===== src/hdl/fan_pwm_map.vh =====
// register offsets, field positions, reset values and timing counts for the fan drive block
`ifndef FAN_PWM_MAP_VH
`define FAN_PWM_MAP_VH
`define REG_DUTY_OUT1    8'h32
`define REG_DUTY_OUT2    8'h33
`define REG_DUTY_OUT3    8'h34
`define REG_DUTY_OUT4    8'h35
`define REG_CFG_PAIR_A   8'h68
`define REG_CFG_PAIR_B   8'h69
`define REG_FAN_FAULT    8'h6A
`define REG_DRIVE_SEL    8'h6B
`define DUTY_RESET       8'hFF
`define CFG_RESET        8'h00
`define FULL_DUTY_LEVEL  8'hFF
`define BIT_AUTO_FIRST   7
`define BIT_AUTO_SECOND  6
`define BIT_POL_FIRST    5
`define BIT_POL_SECOND   4
`define CFG_LIVE_MASK    8'hF0
`define CLK_HZ           100000000
`define TIMEOUT_S        2
`define TIMEOUT_CYCLES   (`CLK_HZ * `TIMEOUT_S)
`define HF_PWM_HZ        25000
`define LF_PWM_HZ        1400
`define HF_STEP_DIV      (`CLK_HZ / (`HF_PWM_HZ * 256))
`define LF_STEP_DIV      (`CLK_HZ / (`LF_PWM_HZ * 256))
`define SPINUP_PULSES    2
`endif


===== src/hdl/fan_channel.v =====
// one fan output: pwm compare, polarity, spin-up and start-up timeout
`include "fan_pwm_map.vh"
module fan_channel #(
  parameter [31:0] TIMEOUT_CYCLES = `TIMEOUT_CYCLES
) (
  input  wire       i_clk,
  input  wire       i_rst_n,
  input  wire       i_step,
  input  wire [7:0] i_phase,
  input  wire [7:0] i_duty,
  input  wire       i_invert,
  input  wire       i_force_full,
  input  wire       i_tach,
  input  wire       i_start,
  output reg        o_spinning,
  output reg        o_fault,
  output reg        o_drive
);
  reg  [1:0]  pulses_q;
  reg         tach_q;
  reg  [31:0] timer_q;
  wire        tach_rise = i_tach & ~tach_q;
  wire        full_now  = i_force_full | o_spinning;
  wire        active    = full_now ? 1'b1 :
                          (i_duty == `FULL_DUTY_LEVEL) ? 1'b1 : (i_phase < i_duty);

  // spin-up holds full duty until two tach edges, timeout raises fault
  always @(posedge i_clk or negedge i_rst_n) begin
    if (!i_rst_n) begin
      pulses_q   <= 2'h0;
      tach_q     <= 1'b1; // idle tach level, so no false edge after reset
      timer_q    <= 32'h0;
      o_spinning <= 1'b0;
      o_fault    <= 1'b0;
    end else begin
      tach_q <= i_tach;
      if (i_start) begin
        o_spinning <= 1'b1;
        pulses_q   <= 2'h0;
        timer_q    <= 32'h0;
        o_fault    <= 1'b0;
      end else if (o_spinning) begin
        if (tach_rise) begin
          pulses_q <= pulses_q + 2'h1;
          if (pulses_q + 2'h1 >= `SPINUP_PULSES) begin
            o_spinning <= 1'b0;
          end
        end
        if (timer_q >= TIMEOUT_CYCLES - 32'h1) begin
          o_spinning <= 1'b0;
          o_fault    <= 1'b1;
        end else begin
          timer_q <= timer_q + 32'h1;
        end
      end
    end
  end

  // output register; polarity flips the active level
  always @(posedge i_clk or negedge i_rst_n) begin
    if (!i_rst_n) begin
      o_drive <= 1'b1;
    end else if (i_step | full_now) begin
      o_drive <= active ^ i_invert;
    end
  end
endmodule // fan_channel


===== src/hdl/fan_pwm_output_control.v =====
// four-channel fan drive: register port, mode select, pwm timebase, bus watchdog
`include "fan_pwm_map.vh"
module fan_pwm_output_control #(
  parameter [31:0] TIMEOUT_CYCLES = `TIMEOUT_CYCLES
) (
  input  wire        i_clk,
  input  wire        i_rst_n,
  input  wire        i_reg_wr,
  input  wire        i_reg_rd,
  input  wire [7:0]  i_reg_addr,
  input  wire [7:0]  i_reg_wdata,
  output reg  [7:0]  o_reg_rdata,
  input  wire [7:0]  i_auto_speed_a,
  input  wire [7:0]  i_auto_speed_b,
  input  wire [7:0]  i_auto_speed_c,
  input  wire [7:0]  i_auto_speed_d,
  input  wire [3:0]  i_tach,
  input  wire [3:0]  i_spin_start,
  output wire        o_fan_drive_a,
  output wire        o_fan_drive_b,
  output wire        o_fan_drive_c,
  output wire        o_fan_drive_d,
  output wire [3:0]  o_fan_fault,
  output wire        o_failsafe
);
  ////////////////////////////////////////////////////////////////////////////
  // reset release through two flops
  reg        rst_meta_q;
  reg        rst_sync_q;
  wire       rst_n = rst_sync_q;

  always @(posedge i_clk or negedge i_rst_n) begin
    if (!i_rst_n) begin
      rst_meta_q <= 1'b0;
      rst_sync_q <= 1'b0;
    end else begin
      rst_meta_q <= 1'b1;
      rst_sync_q <= rst_meta_q;
    end
  end

  ////////////////////////////////////////////////////////////////////////////
  // register storage
  reg  [7:0]  duty_now_out1_q;
  reg  [7:0]  duty_now_out2_q;
  reg  [7:0]  duty_now_out3_q;
  reg  [7:0]  duty_now_out4_q;
  reg  [7:0]  output_config_pair_a_q;
  reg  [7:0]  output_config_pair_b_q;
  reg         low_freq_q;
  reg  [31:0] idle_q;
  reg         failsafe_q;
  wire [3:0]  spinning;
  wire [3:0]  fault;

  wire auto_select_out1 = output_config_pair_a_q[`BIT_AUTO_FIRST];
  wire auto_select_out2 = output_config_pair_a_q[`BIT_AUTO_SECOND];
  wire auto_select_out3 = output_config_pair_b_q[`BIT_AUTO_FIRST];
  wire auto_select_out4 = output_config_pair_b_q[`BIT_AUTO_SECOND];
  wire polarity_out1    = output_config_pair_a_q[`BIT_POL_FIRST];
  wire polarity_out2    = output_config_pair_a_q[`BIT_POL_SECOND];
  wire polarity_out3    = output_config_pair_b_q[`BIT_POL_FIRST];
  wire polarity_out4    = output_config_pair_b_q[`BIT_POL_SECOND];

  // manual writes land directly, auto mode tracks the external speed request
  always @(posedge i_clk or negedge rst_n) begin
    if (!rst_n) begin
      duty_now_out1_q        <= `DUTY_RESET;
      duty_now_out2_q        <= `DUTY_RESET;
      duty_now_out3_q        <= `DUTY_RESET;
      duty_now_out4_q        <= `DUTY_RESET;
      output_config_pair_a_q <= `CFG_RESET;
      output_config_pair_b_q <= `CFG_RESET;
      low_freq_q             <= 1'b0;
    end else begin
      if (auto_select_out1) duty_now_out1_q <= i_auto_speed_a;
      else if (i_reg_wr && i_reg_addr == `REG_DUTY_OUT1) duty_now_out1_q <= i_reg_wdata;
      if (auto_select_out2) duty_now_out2_q <= i_auto_speed_b;
      else if (i_reg_wr && i_reg_addr == `REG_DUTY_OUT2) duty_now_out2_q <= i_reg_wdata;
      if (auto_select_out3) duty_now_out3_q <= i_auto_speed_c;
      else if (i_reg_wr && i_reg_addr == `REG_DUTY_OUT3) duty_now_out3_q <= i_reg_wdata;
      if (auto_select_out4) duty_now_out4_q <= i_auto_speed_d;
      else if (i_reg_wr && i_reg_addr == `REG_DUTY_OUT4) duty_now_out4_q <= i_reg_wdata;
      if (i_reg_wr && i_reg_addr == `REG_CFG_PAIR_A)
        output_config_pair_a_q <= i_reg_wdata & `CFG_LIVE_MASK;
      if (i_reg_wr && i_reg_addr == `REG_CFG_PAIR_B)
        output_config_pair_b_q <= i_reg_wdata & `CFG_LIVE_MASK;
      if (i_reg_wr && i_reg_addr == `REG_DRIVE_SEL)
        low_freq_q <= i_reg_wdata[0];
    end
  end

  // read mux; the duty registers hold the applied value in either mode
  always @(posedge i_clk or negedge rst_n) begin
    if (!rst_n) begin
      o_reg_rdata <= 8'h00;
    end else if (i_reg_rd) begin
      case (i_reg_addr)
        `REG_DUTY_OUT1:  o_reg_rdata <= duty_now_out1_q;
        `REG_DUTY_OUT2:  o_reg_rdata <= duty_now_out2_q;
        `REG_DUTY_OUT3:  o_reg_rdata <= duty_now_out3_q;
        `REG_DUTY_OUT4:  o_reg_rdata <= duty_now_out4_q;
        `REG_CFG_PAIR_A: o_reg_rdata <= output_config_pair_a_q;
        `REG_CFG_PAIR_B: o_reg_rdata <= output_config_pair_b_q;
        `REG_FAN_FAULT:  o_reg_rdata <= {fault, 4'h0};
        `REG_DRIVE_SEL:  o_reg_rdata <= {7'h00, low_freq_q};
        default:         o_reg_rdata <= 8'h00;
      endcase
    end
  end

  ////////////////////////////////////////////////////////////////////////////
  // bus watchdog: any access restarts the two-second window
  always @(posedge i_clk or negedge rst_n) begin
    if (!rst_n) begin
      idle_q     <= 32'h0;
      failsafe_q <= 1'b0;
    end else if (i_reg_wr | i_reg_rd) begin
      idle_q     <= 32'h0;
      failsafe_q <= 1'b0;
    end else if (idle_q >= TIMEOUT_CYCLES - 32'h1) begin
      failsafe_q <= 1'b1;
    end else begin
      idle_q <= idle_q + 32'h1;
    end
  end
  assign o_failsafe = failsafe_q;

  ////////////////////////////////////////////////////////////////////////////
  // shared pwm timebase; 256 steps per period, divider picks the rate
  reg  [15:0] div_q;
  reg  [7:0]  phase_q;
  // divider end points kept as 32-bit words and cut on purpose to the counter width
  wire [31:0] lf_max  = `LF_STEP_DIV - 1;
  wire [31:0] hf_max  = `HF_STEP_DIV - 1;
  wire [15:0] div_max = low_freq_q ? lf_max[15:0] : hf_max[15:0];
  wire        step    = (div_q >= div_max);

  always @(posedge i_clk or negedge rst_n) begin
    if (!rst_n) begin
      div_q   <= 16'h0;
      phase_q <= 8'h00;
    end else if (step) begin
      div_q   <= 16'h0;
      phase_q <= phase_q + 8'h01;
    end else begin
      div_q <= div_q + 16'h1;
    end
  end

  ////////////////////////////////////////////////////////////////////////////
  // channels
  wire [31:0] duty_bus = {duty_now_out4_q, duty_now_out3_q, duty_now_out2_q, duty_now_out1_q};
  wire [3:0]  pol_bus  = {polarity_out4, polarity_out3, polarity_out2, polarity_out1};
  wire [3:0]  drv;
  genvar g;
  generate
    for (g = 0; g < 4; g = g + 1) begin : ch
      fan_channel #(.TIMEOUT_CYCLES(TIMEOUT_CYCLES)) u_ch (
        .i_clk        (i_clk),
        .i_rst_n      (rst_n),
        .i_step       (step),
        .i_phase      (phase_q),
        .i_duty       (duty_bus[g*8 +: 8]),
        .i_invert     (pol_bus[g]),
        .i_force_full (failsafe_q),
        .i_tach       (i_tach[g]),
        .i_start      (i_spin_start[g]),
        .o_spinning   (spinning[g]),
        .o_fault      (fault[g]),
        .o_drive      (drv[g])
      );
    end
  endgenerate

  assign o_fan_drive_a = drv[0];
  assign o_fan_drive_b = drv[1];
  assign o_fan_drive_c = drv[2];
  assign o_fan_drive_d = drv[3];
  assign o_fan_fault   = fault;
endmodule // fan_pwm_output_control


===== config.mk =====
export PLATFORM = sky130hd
export DESIGN_NAME = fan_pwm_output_control
export DESIGN_NICKNAME = d
export VERILOG_FILES = /design/src/hdl/fan_channel.v /design/src/hdl/fan_pwm_output_control.v
export VERILOG_INCLUDE_DIRS = /design/src /design/src/hdl
export SDC_FILE = /design/constraint.sdc
export NUM_CORES = 1
export LEC_CHECK = 0
export BUFFER_PORTS_ARGS = -buffer_cell sky130_fd_sc_hd__buf_2
export CORE_UTILIZATION = 58
export CTS_BUF_LIST = sky130_fd_sc_hd__clkbuf_8
export DETAILED_ROUTE_END_ITERATION = 10
export GPL_TIMING_DRIVEN = 0
export PLACE_DENSITY = 0.76
export SYNTH_ARGS = -nofsm -noshare
export SYNTH_HDL_FRONTEND = slang
export SYNTH_SLANG_ARGS = --single-unit
export TNS_END_PERCENT = 20

===== constraint.sdc =====
create_clock -name i_clk -period 7.9 [get_ports i_clk]
set_input_delay 0.79 -clock i_clk [delete_from_list [all_inputs] [get_ports i_clk]]
set_output_delay 0.79 -clock i_clk [all_outputs]
set_load 0.05 [all_outputs]

==> results.yml, run 1 <==
cts:
  clk_pin_slew_worst_paths_ps: 60
  cts_setup_buffers: 0
  htree_levels: 2
  clkSinkCount: 260
  cts_tree: "done"
  cts_hold_buf: 1
  worstSkewPairLatency_ps: 570
  cts-resized-gates: 0
  cts_buffers: 45
  root_buffer: "clkbuf_8"
  clockBufferDepth: 3
timing:
  hold_violations: 0
  whs_ps: 340
  finalSetupViolations: 0
  slew_headroom: 0.264
  slew_viol_final: 0
  finalClockSkew_ps: 28.7
  clock.fmax_ghz: 0.354
  tightest_slew_ps: 1090
  finalCriticalPeriod_ps: 2830
  rsz0062_at_grt: "no"
  period_share: 0.358
cells_and_area:
  regArea_um2: 6560
  drive_gt1_frac: 0.162
  postLayoutCellArea_um2: 16600
  layout_commonest_cell: "dfrtp_1"
  final_net_count: 1816
  fillers: 2079
  syn_to_final_growth_pct: 12.6
  multiInputGateArea_um2: 7650
  layout_common_cells: "dfrtp_1 (219), nor2_1 (124), nand2_1 (119)"
  fin_util: 0.663
flow_run:
  cap_violations: 0
setup_path:
  crit_path_end: "idle_q[0]$_DFFE_PN0P_"
  endpoint_kind: "flip-flop"
  reg2reg_from: "idle_q[0]$_DFFE_PN0P_"
  critPathRequiredTime_ps: 8390
  critical_path_class: "reg -> reg"
  startpoint: "idle_q[0]$_DFFE_PN0P_"
  crit_arrival_ps: 3310
  worstReg2RegEnd: "idle_q[0]$_DFFE_PN0P_"
  r2r_slack_ps: 5070
  path_max_fanout: 10
  start_kind: "flip-flop"
  worst-r2r-cell-count: 8
synthesis:
  synthArstFlopShare: 1.00
  synth_area_per_cell_um2: 9.34
  ys_seq_elements: 260
  synth_seq_area_share: 0.444
  synth_edf_count: 0
  synthCells: 1582
  synth_cell_types: 69
  synth_area_um2: 14800
  synth_warnings: 0
  yosys_most_used_dff: "dfrtp_1"
floorplan:
  core-area_um2: 25100
  ios: 77
  die_h_um: 162
  die_x_um: 162
  initial_utilization: 0.589
  rows: 58
  dieArea_um2: 26100
min_path:
  min_path_type: "in -> reg"
global_route:
  grt_pass1_wl_um: 61800
  antenna_found_initial: 5
  grt.total_usage: 0.293
  grt_pass1_vias: 12383
  grt_remaining_overflow: 0
  grt_max_degree: 68
power:
  power_leakage_nw: 7.02
  power.total_mw: 3.47
  ir_worst_vdd_v: 0.000150
  power.density_nw_per_um2: 209
detailed_routing:
  drc: 0
  drt-pass1-iter-count: 7
  wl_per_cell_um: 18.0
  drt_iter0_markers: 975
  drt-total-wl_um: 37600
  viasPerCell: 6.21
  vias: 12941
  drtAntennaViolNets: 0
placement:
  place_congestion: 0.948
  port_buffers: 74
  dp_hpwl_um: 26800
  place_area_um2: 15700
status:
  status: "finished, final reports clean"
[power by group]
| part | internal (mW) | switching, mW | total, mW |
|---|---|---|---|
| Combinational | 0.242 | 0.333 | 0.575 |
| Clock | 0.687 | 0.563 | 1.25 |
| Sequential | 1.49 | 0.162 | 1.65 |
[stage by stage]
step                cells  setup TNS (ps)  setup slack (ps)
finish               2084               0              5070
global route         2081               0              4900
CTS                  2080               0              5180
detailed placement   1995               0              5210
global placement     1991         -592340             -2740
floorplan            1587               0               188
[cells by family after synthesis]
group	share of synthesized area
fa+ha+maj	0.0364
flops	0.444
buf+inv	0.0405
compound gates	0.124
xor+xnor	0.0118
simple gates	0.260
mux	0.0835
other cells	0.000508
[cell type report]
cell class	instances	area share
clock buffers	57	0.0471
well taps	330	0.0248
clock inverters	27	0.00909
plain buffers	80	0.0201
repair buffers	79	0.0290
inverters	70	0.0158
multi-input cells	1177	0.459
flip-flops and latches	260	0.394
diodes	4	0.000601
[registers in the layout, indices dropped and copies added, names as in the netlist, 4 cells and up]
| name | cells |
|---|---|
| ch.u_ch.o_drive | 4 |
| ch.u_ch.o_fault | 4 |
| ch.u_ch.o_spinning | 4 |
| ch.u_ch.pulses_q | 8 |
| ch.u_ch.tach_q | 4 |
| ch.u_ch.timer_q | 128 |
| div_q | 16 |
| duty_now_out1_q | 8 |
| duty_now_out2_q | 8 |
| duty_now_out3_q | 8 |
| duty_now_out4_q | 8 |
| idle_q | 32 |
| o_reg_rdata | 8 |
| output_config_pair_a_q | 4 |
| output_config_pair_b_q | 4 |
| phase_q | 8 |
[per-layer routing]
metal  vias up  part of all wire  wire [um]  global-route usage
met3        92             0.069       2600              0.0462
met2       476              0.46      17500               0.461
met1      6237              0.43      16400               0.409
met5         -           0.00021          8                   0
met4         2             0.031       1160               0.114
li1       6134                 -          -                   -
[Yosys cell counts, types with 46 or more instances]
| master | instances | area, um2 |
|---|---|---|
| mux2_2 | 59 | 664 |
| nand2_1 | 119 | 447 |
| nand3_1 | 64 | 320 |
| nor2b_1 | 67 | 419 |
| nor2_1 | 124 | 465 |
| o21ai_0 | 79 | 395 |
| inv_1 | 70 | 263 |
| dfrtp_1 | 220 | 5510 |
| clkbuf_1 | 61 | 229 |
| a21oi_1 | 93 | 465 |
| or4_1 | 46 | 345 |
| o31ai_1 | 50 | 375 |
| mux2i_1 | 57 | 571 |
| nand4_1 | 61 | 382 |
[worst max-delay path, stage by stage, from the launching register on]
cell and delay [ps]:
dfrtp_1 400, ha_1 210, nand3_1 180, or3_1 410, a211oi_1 650, buf_2 360
buf_2 270, o21ai_0 110, a21oi_1 160
[worst min-delay path by stage]
stage	cells after the start	endpoint	slack, ps	from
5_1_grt	1	ch[1].u_ch.tach_q$_DFF_PN1_	310	i_tach[1]
2_1_floorplan	0	rst_n$_DFF_PN0_	330	rst_meta_q$_DFF_PN0_
6_report	1	ch[1].u_ch.tach_q$_DFF_PN1_	340	i_tach[1]
4_1_cts	1	ch[1].u_ch.tach_q$_DFF_PN1_	300	i_tach[1]
3_5_place_dp	0	rst_n$_DFF_PN0_	340	rst_meta_q$_DFF_PN0_
3_3_place_gp	0	rst_n$_DFF_PN0_	340	rst_meta_q$_DFF_PN0_
(Power assumes the default switching activity.)
==> inputs of run 2 (changes only) <==
Settings changed: CORE_UTILIZATION 58 to 60, PLACE_DENSITY 0.76 to 0.75.
Clock period 7.9 ns to 2.75 ns, I/O delays scaled along.
==> results.yml, run 2 (synthesis gave the netlist of run 1 again) <==
setup_path:
  crit_arrival_ps: 3060
  r2r_slack_ps: 140
  worst-r2r-cell-count: 7
  worstReg2RegEnd: "ch[0].u_ch.timer_q[16]$_DFFE_PN0P_"
  reg2reg_from: "ch[0].u_ch.timer_q[0]$_DFFE_PN0P_"
  critical_path_class: "reg -> reg"
  start_kind: "flip-flop"
  critPathRequiredTime_ps: 3200
  path_max_fanout: 10
  endpoint_kind: "flip-flop"
cells_and_area:
  fin_util: 0.701
  postLayoutCellArea_um2: 17000
  antenna_cells: 0
  largest_reg_flops: 128
  top_regs: "ch.u_ch.timer_q: 128 flops, idle_q: 32 flops, div_q: 16 flops"
  syn_to_final_growth_pct: 15.1
  layout_common_cells: "dfrtp_1 (219), nor2_1 (124), nand2_1 (119)"
  final_net_count: 1839
  layout_commonest_cell: "dfrtp_1"
  top_register: "ch.u_ch.timer_q"
  drive_gt1_frac: 0.167
  final_cells: 2096
  fillers: 1888
timing:
  rsz0062_at_grt: "yes"
  period_share: 0.950
  finalCriticalPeriod_ps: 2610
  hold_violations: 0
  finalClockSkew_ps: 28.3
  clock.fmax_ghz: 0.383
  tightest_slew_ps: 1090
  slew_viol_final: 0
  whs_ps: 17.2
  slew_headroom: 0.266
  finalSetupViolations: 0
power:
  power.total_mw: 10.5
  power.density_nw_per_um2: 618
  ir_worst_vdd_v: 0.000458
  power_leakage_nw: 7.17
placement:
  port_buffers: 74
  place_congestion: 0.921
  place_area_um2: 15700
  dp_hpwl_um: 26700
  dp.cells: 1989
detailed_routing:
  vias: 13177
  wl_per_cell_um: 18.3
  drc: 0
  drt-pass1-iter-count: 5
  viasPerCell: 6.29
  drt-total-wl_um: 38300
  drt_iter0_markers: 1175
  drtAntennaViolNets: 0
floorplan:
  initial_utilization: 0.610
  die_x_um: 159
  dieArea_um2: 25300
  ios: 77
  core-area_um2: 24200
  rows: 57
  die_h_um: 159
cts:
  cts_buffers: 46
  worstSkewPairLatency_ps: 580
  clockBufferDepth: 3
  cts_setup_buffers: 0
  root_buffer: "clkbuf_8"
  htree_levels: 2
  cts_tree: "done"
  clkSinkCount: 260
  clk_pin_slew_worst_paths_ps: 60
min_path:
  hold-path-endpoint: "duty_now_out3_q[1]$_DFFE_PN1P_"
  hold_depth: 3
  hp-start: "i_auto_speed_c[1]"
  min_path_type: "in -> reg"
global_route:
  antenna_found_initial: 0
  grt_max_degree: 71
  use_met1: 0.426
  grt_remaining_overflow: 0
  grt.busiest_layer: "met2"
  grt_util_met2: 0.484
  use_met3: 0.0521
  grt.total_usage: 0.306
  grt_pass1_wl_um: 63700
  grt_pass1_vias: 12820
status:
  status: "finished, final reports clean"
flow_run:
  cap_violations: 0
## run 2: layout make-up
type	instances	area, um2	share of cell area
Multi-Input combinational cell	1177	7690	0.452
Inverter	70	263	0.0154
Sequential cell	260	6560	0.386
Buffer	80	337	0.0198
Clock inverter	24	218	0.0128
Clock buffer	60	826	0.0486
Tap cell	324	405	0.0238
Timing Repair Buffer	101	711	0.0418
## run 2: worst max-delay path by stage
stage                                             from                                  to  slack (ps)  cells after the start
global route        ch[0].u_ch.timer_q[28]$_DFFE_PN0P_  ch[0].u_ch.timer_q[16]$_DFFE_PN0P_         -20                      6
global placement                       rst_n$_DFF_PN0_               idle_q[5]$_DFFE_PN0P_        -800                      0
CTS                 ch[3].u_ch.timer_q[28]$_DFFE_PN0P_      ch[3].u_ch.o_fault$_DFFE_PN0P_          50                      7
floorplan                              rst_n$_DFF_PN0_      ch[0].u_ch.o_fault$_DFFE_PN0P_         160                      0
detailed placement              idle_q[29]$_DFFE_PN0P_               idle_q[2]$_DFFE_PN0P_          60                      7
finish               ch[0].u_ch.timer_q[0]$_DFFE_PN0P_  ch[0].u_ch.timer_q[16]$_DFFE_PN0P_         140                      7
## run 2: critical path, cell delays in order, from the launching register on
cell	delay, ps
dfrtp_1	430
ha_1	270
nand4_1	250
nor2_1	110
o311a_1	380
clkbuf_1	270
nor4_1	390
mux2_2	390
## run 2: metrics by stage
stage	setup slack, ps	setup TNS [ps]
after floorplan	164	0
after global placement	-797	-169230
after detailed placement	64.1	0
after CTS	45.7	0
after global routing	-15.2	-50.6
final	137	0
## run 2: layer usage
metal  vias up  part of all wire
met5         -                 0
met2       521              0.46
met1      6400              0.44
met3        98             0.071
li1       6158                 -
met4         0             0.029
## run 2: where the power goes
group / internal, mW / total [mW] / switching, mW / leakage [nW]
combinational: 0.719 / 1.71 / 0.986 / 3.17
clock: 2.34 / 4.04 / 1.71 / 0.572
sequential: 4.27 / 4.76 / 0.494 / 3.42
total: 7.33 / 10.5 / 3.19 / 7.17
## run 2: timing repair
action	CTS	global route
gates resized for setup	0	10
endpoints found under the hold margin	23	0
hold buffers	23	0
setup endpoints to repair	0	47
